### src/design/rtc_pkg.sv
// shared constants and types for the real-time counter support block
package rtc_pkg;
   ////////////////////////////////////////////////////////////////////////////////
   // register indices, byte address is four times the index
   localparam logic [7:0]  IDX_CTRL      = 8'h00;
   localparam logic [7:0]  IDX_READ_REQUEST_STROBE      = 8'h02;
   localparam logic [7:0]  IDX_EVENT_OUTPUT_CONTROL    = 8'h04;
   localparam logic [7:0]  IDX_ENCLR     = 8'h06;
   localparam logic [7:0]  IDX_ENSET     = 8'h07;
   localparam logic [7:0]  IDX_FLAGS     = 8'h08;
   localparam logic [7:0]  IDX_STATUS    = 8'h0a;
   localparam logic [7:0]  IDX_DBG       = 8'h0b;
   localparam logic [7:0]  IDX_TRIM      = 8'h0c;
   localparam logic [7:0]  IDX_COUNT     = 8'h10;
   localparam logic [7:0]  IDX_MATCH0    = 8'h18;
   ////////////////////////////////////////////////////////////////////////////////
   // field positions and writable masks
   localparam int          CTRL_SOFT_RESET_BIT    = 0;
   localparam int          CTRL_EN       = 1;
   localparam int          CTRL_MODE_LO  = 2;
   localparam int          CTRL_MCLR     = 7;
   localparam int          CTRL_PSC_LO   = 8;
   localparam int          EV_MATCH0     = 8;
   localparam int          EV_WRAP       = 15;
   localparam int          FLG_MATCH0    = 0;
   localparam int          FLG_SYNC      = 6;
   localparam int          FLG_WRAP      = 7;
   localparam int          STAT_BUSY     = 7;
   localparam int          TRIM_SIGN     = 7;
   localparam int          DBG_RUN       = 0;
   localparam logic [15:0] CTRL_WMASK    = 16'h0f8f;
   localparam logic [15:0] READ_REQUEST_STROBE_WMASK    = 16'hc03f;
   localparam logic [15:0] EVENT_OUTPUT_CONTROL_WMASK  = 16'h81ff;
   localparam logic [7:0]  IRQ_MASK      = 8'hc1;
   localparam logic [7:0]  DBG_WMASK     = 8'h01;
   localparam logic [1:0]  MODE_COUNT32  = 2'h0;
   localparam logic [31:0] CNT_TOP       = 32'hffffffff;
   localparam logic [1:0]  RESP_OKAY     = 2'h0;
   localparam logic [1:0]  RESP_SLVERR   = 2'h2;
   ////////////////////////////////////////////////////////////////////////////////
   // timing counts
   localparam int unsigned PSC_W         = 10;
   localparam int unsigned PER_BASE      = 2;
   localparam int unsigned WIN_CYCLES    = 4096;
   localparam int unsigned WIN_GROUP     = 240;
   localparam int unsigned SYNC_CYCLES   = 3;
   ////////////////////////////////////////////////////////////////////////////////
   // output event pulses
   typedef struct packed {
      logic [7:0] periodic;
      logic       wrap;
      logic       match0;
   } rtc_event_t;
endpackage : rtc_pkg

### src/design/rtc_core.sv
// real-time counter core: axi4-lite registers, sync handshake, events and trim
`timescale 1ns/1ps

// Summary of operation
// - counting and flags continue during sleep while the prescaler tick runs
// - interrupt line may wake the system; events reach logic without waking it
// - sync_in_progress rises on a synchronised access and falls when it completes
// - sync_done_flag is set when a synchronised operation completes
// - a synchronised access during sync_in_progress stalls the bus until accepted
// - soft reset and enable writes take effect only after the sync handshake
// - count, match0, trim and control writes are all write-synchronised
// - count reads are synchronised before data returns to the bus
// - prescaler bits 2 to 9 give periodic events when enabled
// - periodic event n fires every 2 to the n+3 prescaler ticks
// - no periodic events when the prescaler division setting is zero
// - trim inserts or skips one prescaler count at most once per 4096 ticks
// - trim magnitude sets how many of 240 windows get an adjustment
// - sign clear inserts counts, sign set skips counts
// - inserted or skipped counts also shift periodic events
// - register decode follows the operating mode field
// - counter increments per count_tick, wraps to zero and sets wrap_flag
// - equality with match0_value sets match0_flag on the next count_tick
// - clear_on_match zeroes the counter after a hit, raising both flags
// - enable set and clear registers gate flags onto the request line
module rtc_core #(
   parameter int unsigned WIN_CYCLES  = rtc_pkg::WIN_CYCLES,  // ticks per trim window
   parameter int unsigned WIN_GROUP   = rtc_pkg::WIN_GROUP,   // windows per trim group
   parameter int unsigned SYNC_CYCLES = rtc_pkg::SYNC_CYCLES  // handshake length
) (
   input  wire logic               i_clock,          // 100 MHz clock
   input  wire logic               i_rst_n,          // async reset, active low
   input  wire logic               i_prescaler_tick, // one prescaler clock edge
   input  wire logic               i_debug_halt,     // cpu halted by debugger
   input  wire logic [7:0]         i_s_awaddr,       // write address
   input  wire logic               i_s_awvalid,      // write address valid
   output logic                    o_s_awready,      // write address ready
   input  wire logic [31:0]        i_s_wdata,        // write data
   input  wire logic [3:0]         i_s_wstrb,        // write byte strobes
   input  wire logic               i_s_wvalid,       // write data valid
   output logic                    o_s_wready,       // write data ready
   output logic [1:0]              o_s_bresp,        // write response
   output logic                    o_s_bvalid,       // write response valid
   input  wire logic               i_s_bready,       // write response ready
   input  wire logic [7:0]         i_s_araddr,       // read address
   input  wire logic               i_s_arvalid,      // read address valid
   output logic                    o_s_arready,      // read address ready
   output logic [31:0]             o_s_rdata,        // read data
   output logic [1:0]              o_s_rresp,        // read response
   output logic                    o_s_rvalid,       // read data valid
   input  wire logic               i_s_rready,       // read data ready
   output logic                    o_irq,            // combined interrupt request
   output rtc_pkg::rtc_event_t     o_event           // event pulses
);
   localparam int WW = $clog2(WIN_CYCLES);

   ////////////////////////////////////////////////////////////////////////////////
   // state
   logic                        aw_full_q, awrdy_q, w_full_q, wrdy_q, bvalid_q;
   logic [1:0]                  bresp_q, rresp_q;
   logic [7:0]                  awaddr_q, araddr_q;
   logic [31:0]                 wdata_q, rdata_q;
   logic [3:0]                  wstrb_q;
   logic                        ar_full_q, arrdy_q, rvalid_q, rd_wait_q;
   logic [3:0]                  sync_cnt_q;
   logic                        sync_rd_q;
   logic [7:0]                  pend_idx_q;
   logic [31:0]                 pend_data_q;
   logic [15:0]                 ctrl_q, ctrl_d, read_request_strobe_q, read_request_strobe_d, event_output_control_q, event_output_control_d;
   logic [7:0]                  inten_q, inten_d, flags_q, flags_d, dbg_q, dbg_d;
   logic [7:0]                  trim_q, trim_d;
   logic [31:0]                 cnt_q, cnt_d, cmp_q, cmp_d;
   logic [rtc_pkg::PSC_W-1:0]   psc_q, psc_d;
   logic [WW-1:0]               win_q;
   logic [7:0]                  grp_q;
   logic                        irq_q;
   rtc_pkg::rtc_event_t         evt_q;
   logic [31:0]                 wr_cur, rd_val;

   ////////////////////////////////////////////////////////////////////////////////
   // address decode, mode dependent
   function automatic logic is_mapped(input logic [7:0] idx, input logic m0);
      case (idx)
         rtc_pkg::IDX_CTRL, rtc_pkg::IDX_READ_REQUEST_STROBE, rtc_pkg::IDX_EVENT_OUTPUT_CONTROL,
         rtc_pkg::IDX_ENCLR, rtc_pkg::IDX_ENSET, rtc_pkg::IDX_FLAGS,
         rtc_pkg::IDX_STATUS, rtc_pkg::IDX_DBG, rtc_pkg::IDX_TRIM: return 1'b1;
         rtc_pkg::IDX_COUNT, rtc_pkg::IDX_MATCH0: return m0;
         default: return 1'b0;
      endcase
   endfunction : is_mapped

   // registers whose writes pass the handshake
   function automatic logic wr_synced(input logic [7:0] idx);
      return (idx == rtc_pkg::IDX_CTRL) || (idx == rtc_pkg::IDX_COUNT) ||
             (idx == rtc_pkg::IDX_MATCH0) || (idx == rtc_pkg::IDX_TRIM);
   endfunction : wr_synced

   wire        mode0    = ctrl_q[rtc_pkg::CTRL_MODE_LO +: 2] == rtc_pkg::MODE_COUNT32;
   wire [7:0]  w_idx    = {2'h0, awaddr_q[7:2]};
   wire [7:0]  r_idx    = {2'h0, araddr_q[7:2]};
   wire        w_map    = is_mapped(w_idx, mode0);
   wire        r_map    = is_mapped(r_idx, mode0);
   wire        w_sync   = w_map & wr_synced(w_idx);
   wire        r_sync   = r_map & (r_idx == rtc_pkg::IDX_COUNT);
   wire        busy     = sync_cnt_q != 4'h0;
   wire        sync_done = sync_cnt_q == 4'h1;
   wire [31:0] wmask    = {{8{wstrb_q[3]}}, {8{wstrb_q[2]}}, {8{wstrb_q[1]}}, {8{wstrb_q[0]}}};
   wire [31:0] wbits    = wdata_q & wmask;
   wire [31:0] merged   = (wr_cur & ~wmask) | wbits;

   // access launch, synchronised accesses stalled while the handshake is busy
   wire wr_go      = aw_full_q & w_full_q & ~bvalid_q & ~sync_done & ~(w_sync & busy);
   wire rd_go      = ar_full_q & ~rvalid_q & ~rd_wait_q & ~wr_go & ~(r_sync & busy);
   wire sync_start = (wr_go & w_sync) | (rd_go & r_sync);
   wire apply_now  = wr_go & w_map & ~w_sync;
   wire apply_sync = sync_done & ~sync_rd_q;
   wire sw_reset   = apply_sync & (pend_idx_q == rtc_pkg::IDX_CTRL) &
                     pend_data_q[rtc_pkg::CTRL_SOFT_RESET_BIT];

   // register view for reads and byte merging
   function automatic logic [31:0] reg_view(input logic [7:0] idx);
      case (idx)
         rtc_pkg::IDX_CTRL:   return {16'h0, ctrl_q};
         rtc_pkg::IDX_READ_REQUEST_STROBE:   return {16'h0, read_request_strobe_q};
         rtc_pkg::IDX_EVENT_OUTPUT_CONTROL: return {16'h0, event_output_control_q};
         rtc_pkg::IDX_ENCLR,
         rtc_pkg::IDX_ENSET:  return {24'h0, inten_q};
         rtc_pkg::IDX_FLAGS:  return {24'h0, flags_q};
         rtc_pkg::IDX_STATUS: return 32'(busy) << rtc_pkg::STAT_BUSY;
         rtc_pkg::IDX_DBG:    return {24'h0, dbg_q};
         rtc_pkg::IDX_TRIM:   return {24'h0, trim_q};
         rtc_pkg::IDX_COUNT:  return cnt_q;
         rtc_pkg::IDX_MATCH0: return cmp_q;
         default:             return 32'h0;
      endcase
   endfunction : reg_view

   always_comb begin
      wr_cur = reg_view(w_idx);
      rd_val = r_map ? reg_view(r_idx) : 32'h0;
   end

   ////////////////////////////////////////////////////////////////////////////////
   // prescaler, trim and tick generation, independent of sleep
   wire       run      = ctrl_q[rtc_pkg::CTRL_EN] & (~i_debug_halt | dbg_q[rtc_pkg::DBG_RUN]);
   wire       pre_adv  = run & i_prescaler_tick;
   wire       win_end  = win_q == WW'(WIN_CYCLES - 1);
   wire       grp_end  = grp_q == 8'(WIN_GROUP - 1);
   wire       corr     = pre_adv & win_end & (grp_q < {1'b0, trim_q[6:0]});
   wire       skip     = trim_q[rtc_pkg::TRIM_SIGN];
   wire [rtc_pkg::PSC_W-1:0] step = corr ? (skip ? 10'h002 : 10'h000) : 10'h001;
   wire [3:0] psel     = ctrl_q[rtc_pkg::CTRL_PSC_LO +: 4];
   wire [3:0] psel_bit = (psel > 4'ha) ? 4'h9 : psel - 4'h1;
   wire [rtc_pkg::PSC_W-1:0] rise = ~psc_q & psc_d & {rtc_pkg::PSC_W{pre_adv}};
   wire       tick     = (psel == 4'h0) ? pre_adv : rise[psel_bit];

   assign psc_d = pre_adv ? psc_q + step : psc_q;

   // periodic events from prescaler bits 2..9
   logic [7:0] per_evt;
   for (genvar n = 0; n < 8; n++) begin : g_per
      assign per_evt[n] = rise[n + rtc_pkg::PER_BASE] & (psel != 4'h0);
   end

   ////////////////////////////////////////////////////////////////////////////////
   // counter and flag sources
   wire hit     = cnt_q == cmp_q;
   wire mclr    = ctrl_q[rtc_pkg::CTRL_MCLR];
   wire set_cmp = tick & hit;
   wire set_wrp = tick & ((cnt_q == rtc_pkg::CNT_TOP) | (hit & mclr));
   wire [7:0] set_v = (8'(set_cmp) << rtc_pkg::FLG_MATCH0) |
                      (8'(set_wrp) << rtc_pkg::FLG_WRAP) |
                      (8'(sync_done) << rtc_pkg::FLG_SYNC);
   wire [7:0] clr_v = (apply_now && w_idx == rtc_pkg::IDX_FLAGS) ?
                      wbits[7:0] & rtc_pkg::IRQ_MASK : 8'h0;
   wire ap_ctrl  = apply_sync & (pend_idx_q == rtc_pkg::IDX_CTRL);
   wire ap_cnt   = apply_sync & (pend_idx_q == rtc_pkg::IDX_COUNT);
   wire ap_cmp   = apply_sync & (pend_idx_q == rtc_pkg::IDX_MATCH0);
   wire ap_trim  = apply_sync & (pend_idx_q == rtc_pkg::IDX_TRIM);

   // next values of software visible registers
   always_comb begin
      ctrl_d   = ap_ctrl ? pend_data_q[15:0] & rtc_pkg::CTRL_WMASK : ctrl_q;
      read_request_strobe_d   = (apply_now && w_idx == rtc_pkg::IDX_READ_REQUEST_STROBE) ?
                 merged[15:0] & rtc_pkg::READ_REQUEST_STROBE_WMASK : read_request_strobe_q;
      event_output_control_d = (apply_now && w_idx == rtc_pkg::IDX_EVENT_OUTPUT_CONTROL) ?
                 merged[15:0] & rtc_pkg::EVENT_OUTPUT_CONTROL_WMASK : event_output_control_q;
      inten_d  = inten_q;
      if (apply_now && w_idx == rtc_pkg::IDX_ENSET)
         inten_d = inten_q | (wbits[7:0] & rtc_pkg::IRQ_MASK);
      if (apply_now && w_idx == rtc_pkg::IDX_ENCLR)
         inten_d = inten_q & ~(wbits[7:0] & rtc_pkg::IRQ_MASK);
      flags_d  = (flags_q & ~clr_v) | set_v;
      dbg_d    = (apply_now && w_idx == rtc_pkg::IDX_DBG) ?
                 merged[7:0] & rtc_pkg::DBG_WMASK : dbg_q;
      trim_d   = ap_trim ? pend_data_q[7:0] : trim_q;
      cmp_d    = ap_cmp ? pend_data_q : cmp_q;
      if (ap_cnt)
         cnt_d = pend_data_q;
      else if (set_cmp && mclr)
         cnt_d = 32'h0;
      else if (tick)
         cnt_d = cnt_q + 32'h1;
      else
         cnt_d = cnt_q;
      if (sw_reset) begin
         ctrl_d   = 16'h0;
         read_request_strobe_d   = 16'h0;
         event_output_control_d = 16'h0;
         inten_d  = 8'h0;
         flags_d  = set_v & (8'h1 << rtc_pkg::FLG_SYNC);
         trim_d   = 8'h0;
         cmp_d    = 32'h0;
         cnt_d    = 32'h0;
      end
   end

   ////////////////////////////////////////////////////////////////////////////////
   // register file and time base
   always_ff @(posedge i_clock or negedge i_rst_n) begin
      if (!i_rst_n) begin
         ctrl_q   <= 16'h0;
         read_request_strobe_q   <= 16'h0;
         event_output_control_q <= 16'h0;
         inten_q  <= 8'h0;
         flags_q  <= 8'h0;
         dbg_q    <= 8'h0;
         trim_q   <= 8'h0;
         cnt_q    <= 32'h0;
         cmp_q    <= 32'h0;
      end else begin
         ctrl_q   <= ctrl_d;
         read_request_strobe_q   <= read_request_strobe_d;
         event_output_control_q <= event_output_control_d;
         inten_q  <= inten_d;
         flags_q  <= flags_d;
         dbg_q    <= dbg_d;
         trim_q   <= trim_d;
         cnt_q    <= cnt_d;
         cmp_q    <= cmp_d;
      end
   end

   // prescaler and trim windows
   always_ff @(posedge i_clock or negedge i_rst_n) begin
      if (!i_rst_n) begin
         psc_q <= '0;
         win_q <= '0;
         grp_q <= 8'h0;
      end else if (sw_reset) begin
         psc_q <= '0;
         win_q <= '0;
         grp_q <= 8'h0;
      end else if (pre_adv) begin
         psc_q <= psc_d;
         win_q <= win_end ? '0 : win_q + WW'(1);
         if (win_end)
            grp_q <= grp_end ? 8'h0 : grp_q + 8'h1;
      end
   end

   // event and interrupt outputs, level request may wake the system
   always_ff @(posedge i_clock or negedge i_rst_n) begin
      if (!i_rst_n) begin
         evt_q <= '0;
         irq_q <= 1'b0;
      end else begin
         evt_q.periodic <= per_evt & event_output_control_q[7:0];
         evt_q.wrap     <= set_wrp & event_output_control_q[rtc_pkg::EV_WRAP];
         evt_q.match0   <= set_cmp & event_output_control_q[rtc_pkg::EV_MATCH0];
         irq_q          <= |(flags_q & inten_q);
      end
   end

   ////////////////////////////////////////////////////////////////////////////////
   // sync handshake engine
   always_ff @(posedge i_clock or negedge i_rst_n) begin
      if (!i_rst_n) begin
         sync_cnt_q  <= 4'h0;
         sync_rd_q   <= 1'b0;
         pend_idx_q  <= 8'h0;
         pend_data_q <= 32'h0;
      end else if (sync_start) begin
         sync_cnt_q  <= 4'(SYNC_CYCLES);
         sync_rd_q   <= rd_go;
         pend_idx_q  <= rd_go ? r_idx : w_idx;
         pend_data_q <= merged;
      end else if (busy) begin
         sync_cnt_q  <= sync_cnt_q - 4'h1;
      end
   end

   ////////////////////////////////////////////////////////////////////////////////
   // axi4-lite write channels
   wire aw_full_d = aw_full_q ? ~wr_go : (i_s_awvalid & awrdy_q);
   wire w_full_d  = w_full_q ? ~wr_go : (i_s_wvalid & wrdy_q);

   always_ff @(posedge i_clock or negedge i_rst_n) begin
      if (!i_rst_n) begin
         aw_full_q <= 1'b0;
         awrdy_q   <= 1'b0;
         w_full_q  <= 1'b0;
         wrdy_q    <= 1'b0;
         awaddr_q  <= 8'h0;
         wdata_q   <= 32'h0;
         wstrb_q   <= 4'h0;
         bvalid_q  <= 1'b0;
         bresp_q   <= rtc_pkg::RESP_OKAY;
      end else begin
         aw_full_q <= aw_full_d;
         awrdy_q   <= ~aw_full_d;
         w_full_q  <= w_full_d;
         wrdy_q    <= ~w_full_d;
         if (i_s_awvalid && awrdy_q)
            awaddr_q <= i_s_awaddr;
         if (i_s_wvalid && wrdy_q) begin
            wdata_q <= i_s_wdata;
            wstrb_q <= i_s_wstrb;
         end
         if (wr_go) begin
            bvalid_q <= 1'b1;
            bresp_q  <= w_map ? rtc_pkg::RESP_OKAY : rtc_pkg::RESP_SLVERR;
         end else if (i_s_bready) begin
            bvalid_q <= 1'b0;
         end
      end
   end

   // axi4-lite read channels, count reads wait for the handshake
   wire ar_full_d = ar_full_q ? ~rd_go : (i_s_arvalid & arrdy_q);

   always_ff @(posedge i_clock or negedge i_rst_n) begin
      if (!i_rst_n) begin
         ar_full_q <= 1'b0;
         arrdy_q   <= 1'b0;
         araddr_q  <= 8'h0;
         rd_wait_q <= 1'b0;
         rvalid_q  <= 1'b0;
         rdata_q   <= 32'h0;
         rresp_q   <= rtc_pkg::RESP_OKAY;
      end else begin
         ar_full_q <= ar_full_d;
         arrdy_q   <= ~ar_full_d;
         if (i_s_arvalid && arrdy_q)
            araddr_q <= i_s_araddr;
         if (rd_go && r_sync) begin
            rd_wait_q <= 1'b1;
         end else if (rd_go) begin
            rvalid_q <= 1'b1;
            rdata_q  <= rd_val;
            rresp_q  <= r_map ? rtc_pkg::RESP_OKAY : rtc_pkg::RESP_SLVERR;
         end else if (sync_done && sync_rd_q) begin
            rd_wait_q <= 1'b0;
            rvalid_q  <= 1'b1;
            rdata_q   <= cnt_q;
            rresp_q   <= rtc_pkg::RESP_OKAY;
         end else if (i_s_rready) begin
            rvalid_q <= 1'b0;
         end
      end
   end

   assign o_s_awready = awrdy_q;
   assign o_s_wready  = wrdy_q;
   assign o_s_bvalid  = bvalid_q;
   assign o_s_bresp   = bresp_q;
   assign o_s_arready = arrdy_q;
   assign o_s_rvalid  = rvalid_q;
   assign o_s_rdata   = rdata_q;
   assign o_s_rresp   = rresp_q;
   assign o_irq       = irq_q;
   assign o_event     = evt_q;

   ////////////////////////////////////////////////////////////////////////////////
   // checks
   a_busy_window: assert property (@(posedge i_clock) disable iff (!i_rst_n)
      sync_start |=> busy [*3] ##1 !busy)
      else $error("sync busy window wrong length");
   a_sync_flag: assert property (@(posedge i_clock) disable iff (!i_rst_n)
      sync_done |=> flags_q[rtc_pkg::FLG_SYNC])
      else $error("sync done flag not set");
   a_stall_busy: assert property (@(posedge i_clock) disable iff (!i_rst_n)
      busy && !sync_done |-> !sync_start)
      else $error("sync started while busy");
   a_wrap_flag: assert property (@(posedge i_clock) disable iff (!i_rst_n)
      tick && cnt_q == rtc_pkg::CNT_TOP && !ap_cnt && !sw_reset
      |=> cnt_q == 32'h0 && flags_q[rtc_pkg::FLG_WRAP])
      else $error("wrap did not clear counter or set flag");
   a_match_flag: assert property (@(posedge i_clock) disable iff (!i_rst_n)
      tick && hit && !sw_reset |=> flags_q[rtc_pkg::FLG_MATCH0])
      else $error("match flag missing after tick");
   a_clear_match: assert property (@(posedge i_clock) disable iff (!i_rst_n)
      tick && hit && mclr && !ap_cnt && !sw_reset
      |=> cnt_q == 32'h0 && flags_q[rtc_pkg::FLG_WRAP] && flags_q[rtc_pkg::FLG_MATCH0])
      else $error("clear on match failed");
   a_per_gate: assert property (@(posedge i_clock) disable iff (!i_rst_n)
      evt_q.periodic != 8'h0 |-> $past(psel) != 4'h0)
      else $error("periodic event with zero prescaler setting");
   a_trim_insert: assert property (@(posedge i_clock) disable iff (!i_rst_n)
      corr && !skip && !sw_reset |=> psc_q == $past(psc_q))
      else $error("insert correction moved prescaler");
   a_irq_level: assert property (@(posedge i_clock) disable iff (!i_rst_n)
      (flags_q & inten_q) != 8'h0 |=> o_irq)
      else $error("enabled flag did not raise request");
endmodule : rtc_core

### config.mk
export PLATFORM = sky130hd
export DESIGN_NAME = rtc_core
export DESIGN_NICKNAME = d
export VERILOG_FILES = /design/src/design/rtc_pkg.sv /design/src/design/rtc_core.sv
export SDC_FILE = /design/constraint.sdc
export NUM_CORES = 1
export LEC_CHECK = 0
export BUFFER_PORTS_ARGS = -buffer_cell sky130_fd_sc_hd__buf_2
export CORE_ASPECT_RATIO = 1.4
export CORE_UTILIZATION = 51
export DETAILED_ROUTE_END_ITERATION = 7
export PLACE_DENSITY = 0.69
export SLEW_MARGIN = 20
export SYNTH_ARGS = -nofsm -noshare
export SYNTH_HDL_FRONTEND = slang
export SYNTH_SLANG_ARGS = --single-unit
### constraint.sdc
create_clock -name i_clock -period 9.25 [get_ports i_clock]
set_input_delay 1.3875 -clock i_clock [delete_from_list [all_inputs] [get_ports i_clock]]
set_output_delay 1.3875 -clock i_clock [all_outputs]
set_load 0.03 [all_outputs]
==> flow_metrics.env, run 1 <==
export IMPL_outcome="complete, no violations"
export IMPL_cts_setup_buffers=0
export IMPL_routed_via_count=12600
export IMPL_synthFlopType="dfrtp_1"
export IMPL_drive_gt1_frac=0.157
export IMPL_hp_class="register to register"
export IMPL_regToRegSetupSlack_ns=4.45
export IMPL_slew_violations=0
export IMPL_gp_congestion=0.877
export IMPL_synth_top_area_frac=0.475
export IMPL_pin_count=113
export IMPL_yosys_area_share_xor_xnor=0.0313
export IMPL_track_usage=0.288
export IMPL_die_x_um=146
export IMPL_diodes=0
export IMPL_die_y_um=204
export IMPL_synth_top_cell_by_area="dfrtp_1"
export IMPL_crit_slowest_cell="fa_1"
export IMPL_p_leak_nw=7.19
export IMPL_cts_tree="done"
export IMPL_syn_area_mm2=0.0148
export IMPL_remaining_drc_errors=0
export IMPL_worstSkewPairLatency_ns=0.57
export IMPL_ctsResizeCount=0
export IMPL_crit_chain="buf_2, and2_1, and2_1, nand2_1, nor2_1, nand2_1, nor3_1, o21ai_0, or2_2, fa_1, nor4bb_1, a21oi_1, o32ai_1, a41o_1, a31oi_4, buf_4, nand2b_4, a21o_1, buf_4, o22ai_1"
export IMPL_async_reset_ff_frac=1.00
export IMPL_finalCriticalPeriod_ns=5.19
export IMPL_clock_tree_htree_level_count=1
export IMPL_fin_tns_setup_ns=0
export IMPL_clkTransAtPathRegs_ns=0.06
export IMPL_hold_buffers=0
export IMPL_final_core_util=0.579
export IMPL_clock_fmax_ghz=0.193
export IMPL_worstSetupStartpointType="input port"
export IMPL_synth_seq_cells=281
export IMPL_worst_path_buf_inv=3
export IMPL_irDropWorstVdd_mv=0.164
export IMPL_synth_top_family_by_area="simple AND/OR/NAND/NOR gates"
export IMPL_synth_edff_count=0
export IMPL_wire_per_inst_um=20.4
export IMPL_fillers=2558
export IMPL_grt_ovfl_total=0
export IMPL_die_area_mm2=0.0297
export IMPL_netlist_instances=1620
export IMPL_area_growth_synth_to_final_pct=11.4
export IMPL_synth_area_leaders="dfrtp_1 (47%), nand2_1 (5.5%), a21oi_1 (5.1%)"
export IMPL_power_mw=5.00
export IMPL_syn_area_per_cell_um2=9.14
export IMPL_crit_arrival_ns=5.67
export IMPL_cts_buffer_depth=3
export IMPL_drt_iter0_markers=1029
export IMPL_cts_made_buffers=29
export IMPL_maxCapViolCount=0
export IMPL_power_per_cell_area_mw_per_mm2=303
export IMPL_yosys_warnings=0
export IMPL_rsz0062_at_grt="false"
export IMPL_cp_required_ns=9.73
export IMPL_grt_start_max_net_pins=181
export IMPL_floorplan_initialDensity=0.520
export IMPL_antenna_left=0
export IMPL_synth_simple_gate_area_share=0.196
export IMPL_skew_ns=0.0144
export IMPL_core_area_mm2=0.0285
export IMPL_fin_nets=1737
export IMPL_clock_sinks=281
export IMPL_path_max_fanout=36
export IMPL_cp_top_family="simple AND/OR/NAND/NOR gates"
export IMPL_viasPerCell=6.11
export IMPL_post_dp_hpwl_um=28700
export IMPL_grt_first_pass_wirelength_um=68000
export IMPL_synthMuxAreaShare=0.0508
export IMPL_grt_pass1_vias=12500
export IMPL_setup_viol=0
export IMPL_worst_pin_slew_ns=1.15
export IMPL_instances_no_fill=2056
export IMPL_dp_cells=2002
export IMPL_ys_seq_area_frac=0.475
export IMPL_synth_fa_ha_area_frac=0.0149
export IMPL_worstSetupPathType="input port to register"
export IMPL_rows=73
export IMPL_crit_path_end_kind="register"
export IMPL_port_buffers=106
export IMPL_cpPeakStageDelay_ns=0.49
export IMPL_hold_violations=0
export IMPL_wl_um=41900
export IMPL_layout_commonest_cell="dfrtp_1"
export IMPL_hold_ws_ns=0.482
export IMPL_synth_compound_area_share=0.190
export IMPL_layout_common_cells="dfrtp_1 (281), nand2_1 (218), nor2_1 (176)"
export IMPL_post_route_period_util=0.561
export IMPL_antenna_found_initial=0
export IMPL_cts_root_buffer="clkbuf_16"
export IMPL_first_pass_iters=6
export IMPL_slew_headroom=0.228
export IMPL_ys_types=75
-- cell usage after synthesis, types with 14 or more instances --
library cell,instances
nand2_1,218
a221oi_1,22
nand4_1,16
mux2i_1,19
a22o_1,20
dfrtp_1,281
and3_1,16
and2_1,16
mux2_2,50
nand3_1,46
o22ai_2,17
ha_1,16
a22oi_1,23
nor3_1,43
nor4_1,18
o21ai_0,101
xor2_1,45
buf_2,16
inv_1,31
clkbuf_1,81
nor2_1,177
nand2b_1,14
a21oi_1,151
-- power by group --
group          switching, mW  leakage, nW  internal [mW]
Clock                  0.500        0.495          0.722
Combinational           1.04         3.07          0.632
Sequential             0.497         3.63           1.61
Total                   2.04         7.19           2.96
-- metal layers --
metal | global-route usage | up-vias | share of wire
met4 | 0.148 | 0 | 0.053
met2 | 0.503 | 444 | 0.50
li1 | - | 5827 | -
met5 | 0 | - | 0
met1 | 0.352 | 6155 | 0.39
met3 | 0.0322 | 128 | 0.053
-- metrics by stage --
step | instance area [um2] | setup WS, ns
floorplan | 14800 | 4.44
finish | 16500 | 4.06
detailed placement | 15500 | 3.57
CTS | 16500 | 4.13
global placement | 15500 | 3.62
global route | 16500 | 3.76
-- sequential cells by signal, summed over array words and instances (netlist names), 3 cells and up --
signal and flops:
pend_data_q 32, flags_q 3, pend_idx_q 6, psc_q 10, sync_cnt_q 4, event_output_control_q 10
ctrl_q 9, cnt_q 32, araddr_q 6, cmp_q 32, grp_q 8, awaddr_q 6
o_event 10, trim_q 8, inten_q 3, o_s_rdata 32, read_request_strobe_q 8, wdata_q 32
wstrb_q 4, win_q 12
-- path summary, 6_finish.rpt --
check	start	to	cells after the start
setup reg to reg	dbg_q[0]	cnt_q[3]	19
max in group asynchronous	i_rst_n	awaddr_q[5]	3
setup / recovery	i_prescaler_tick	cnt_q[3]	20
hold / removal	o_s_rdata[1]	o_s_rdata[1]	1
min in group asynchronous	i_rst_n	wdata_q[16]	1
hold reg to reg	o_s_rdata[1]	o_s_rdata[1]	1
-- layout make-up --
class,count,area [um2],area share
clock buffer,42,855,0.0518
clock inverter,11,138,0.00834
inverter,31,116,0.00705
multi-input combinational,1193,7190,0.436
sequential,281,7030,0.426
tap,375,469,0.0284
timing repair buffer,123,701,0.0425
-- cell families (layout without fill, tap and decap cells) --
group                    count (synthesis)  in the layout
AO/OA/AOI/OAI                          429            429
XOR/XNOR                                53             53
adder cells (fa/ha/maj)                 17             17
buffers and inverters                  147            207
flip-flops                             281            281
multiplexers                            69             69
other                                    1              2
AND/OR/NAND/NOR                        623            623
Power figures use the tool's default switching activity.
==> inputs of run 2 (changes only) <==
- PLACE_DENSITY: 0.69 -> 0.72
- clock period: 9.25 -> 4.22 ns (I/O delays scaled with it)
==> run 2 against run 1 <==
Compared with the run above:
- register-to-register slack worse by 4.2 ns
- global-route usage about the same
- critical endpoint is now cnt_q[2]
- largest power group unchanged
- setup slack worse by 3.8 ns
==> flow_metrics.env, run 2 (synthesis gave the netlist of run 1 again) <==
export IMPL_crit_path_end_kind="register"
export IMPL_outcome="complete, no violations"
export IMPL_cp_depth=21
export IMPL_diodes=0
export IMPL_fin_ws_ns=0.214
export IMPL_path_max_fanout=7
export IMPL_layout_common_cells="dfrtp_1 (281), nand2_1 (218), nor2_1 (175)"
export IMPL_crit_chain="inv_1, ha_1, a21o_1, a21o_1, a21o_1, a21o_1, a21oi_2, o21ai_1, buf_4, ha_2, inv_2, fa_2, nand2b_4, nor2_1, mux2_2, a41o_1, a31oi_4, nand2b_4, a21o_4, clkbuf_16, o21ai_0"
export IMPL_post_route_period_util=0.949
export IMPL_worstSkewPairLatency_ns=0.56
export IMPL_gp_congestion=0.933
export IMPL_cp_top_family="compound AO/OA/AOI/OAI gates"
export IMPL_first_pass_iters=6
export IMPL_port_buffers=106
export IMPL_slew_headroom=0.384
export IMPL_antenna_found_initial=0
export IMPL_routed_via_count=12700
export IMPL_clock_sinks=281
export IMPL_power_per_cell_area_mw_per_mm2=667
export IMPL_grt_start_max_net_pins=113
export IMPL_finalCriticalPeriod_ns=4.01
export IMPL_irDropWorstVdd_mv=0.375
export IMPL_crit_slowest_cell="dfrtp_1"
export IMPL_remaining_drc_errors=0
export IMPL_pin_count=113
export IMPL_preCtsSetupSlack_ns=-0.108
export IMPL_critPathLaunch="trim_q[1]"
export IMPL_setup_viol=0
export IMPL_crit_path_frequent_cell="a21o_1"
export IMPL_floorplan_initialDensity=0.520
export IMPL_hold_violations=0
export IMPL_regToRegSetupSlack_ns=0.21
export IMPL_grt_ovfl_total=0
export IMPL_hp_class="input port to asynchronous set/reset pin"
export IMPL_worst_pin_slew_ns=0.924
export IMPL_drt_iter0_markers=1097
export IMPL_timing_rr_end="cnt_q[2]"
export IMPL_grt_first_pass_wirelength_um=67700
export IMPL_rr_worst_depth=21
export IMPL_p_leak_nw=7.43
export IMPL_cts_made_buffers=29
export IMPL_r2r_start="trim_q[1]"
export IMPL_die_area_mm2=0.0297
export IMPL_wl_um=43000
export IMPL_clock_fmax_ghz=0.250
export IMPL_cts_tree="done"
export IMPL_skew_ns=0.0140
export IMPL_rows=73
export IMPL_fin_nets=1768
export IMPL_antenna_left=0
export IMPL_slew_violations=0
export IMPL_area_growth_synth_to_final_pct=14.6
export IMPL_cts_root_buffer="clkbuf_16"
export IMPL_viasPerCell=6.07
export IMPL_fin_tns_setup_ns=0
export IMPL_cts_buffer_depth=3
export IMPL_maxCapViolCount=0
export IMPL_core_area_mm2=0.0285
export IMPL_die_x_um=146
export IMPL_grt_pass1_vias=12400
export IMPL_layout_commonest_cell="dfrtp_1"
export IMPL_cp_required_ns=4.66
export IMPL_track_usage=0.288
export IMPL_die_y_um=204
export IMPL_post_dp_hpwl_um=29900
export IMPL_worstSetupPathType="register to register"
export IMPL_critPathCapture="cnt_q[2]"
export IMPL_hold_buffers=0
export IMPL_worstSetupStartpointType="register"
export IMPL_wire_per_inst_um=20.6
export IMPL_crit_arrival_ns=4.44
export IMPL_clock_tree_htree_level_count=1
export IMPL_drive_gt1_frac=0.180
export IMPL_clkTransAtPathRegs_ns=0.07
export IMPL_worst_path_buf_inv=4
export IMPL_cpPeakStageDelay_ns=0.35
-- run 2: cell count changes in the layout (fill, tap and decap cells not counted), sizes merged --
cell / change
buf: +28
clkinvlp: +1
clkinv: -2
clkbuf: -1
bufinv: +3
-- run 2: cell type report --
| class | instances | area, um2 |
|---|---|---|
| sequential | 281 | 7030 |
| clock inverter | 13 | 224 |
| multi-input combinational | 1193 | 7250 |
| inverter | 31 | 116 |
| clock buffer | 38 | 830 |
| fill | 2499 | 11500 |
| timing repair buffer | 154 | 1040 |
| tap | 375 | 469 |
-- run 2: worst min path at each step --
stage,depth (start not counted),end,from,slack (ns)
final,1,cnt_q[12],i_rst_n,0.16
after global routing,1,cnt_q[18],i_rst_n,0.23
after CTS,1,cnt_q[12],i_rst_n,0.18
after detailed placement,1,o_s_rdata[7],o_s_rdata[7],0.48
after global placement,1,o_s_rdata[7],o_s_rdata[7],0.47
after floorplan,0,ar_full_q,i_rst_n,0.34
-- run 2: timing repair --
action	CTS	global route
resized for setup	0	18
setup endpoints to repair	0	35
setup buffers	0	5
-- run 2: power breakdown --
part           leakage [nW]  switching, mW  total (mW)  internal, mW
clock                 0.521           1.10        2.84          1.74
sequential             3.63           1.07        4.60          3.53
combinational          3.28           2.37        3.87          1.50
-- run 2: routing by layer --
| layer | track usage | up-vias | part of all wire | routed length, um |
|---|---|---|---|---|
| li1 | - | 5903 | - | - |
| met4 | 0.153 | 0 | 0.051 | 2210 |
| met5 | 0 | - | 0 | 0 |
| met2 | 0.508 | 467 | 0.51 | 21800 |
| met1 | 0.347 | 6181 | 0.39 | 16700 |
| met3 | 0.0315 | 112 | 0.053 | 2270 |
-- run 2: stage by stage --
step	power, mW	cells	hold WS (ns)	cell area [um2]	util
2_1_floorplan	7.07	1621	0.337	14800	-
3_3_place_gp	8.26	2024	0.469	15700	0.551
3_5_place_dp	8.37	2024	0.476	15700	0.551
4_1_cts	11.2	2075	0.184	16700	0.588
5_1_grt	11.9	2085	0.227	17000	0.595
6_report	11.3	2085	0.155	17000	0.595
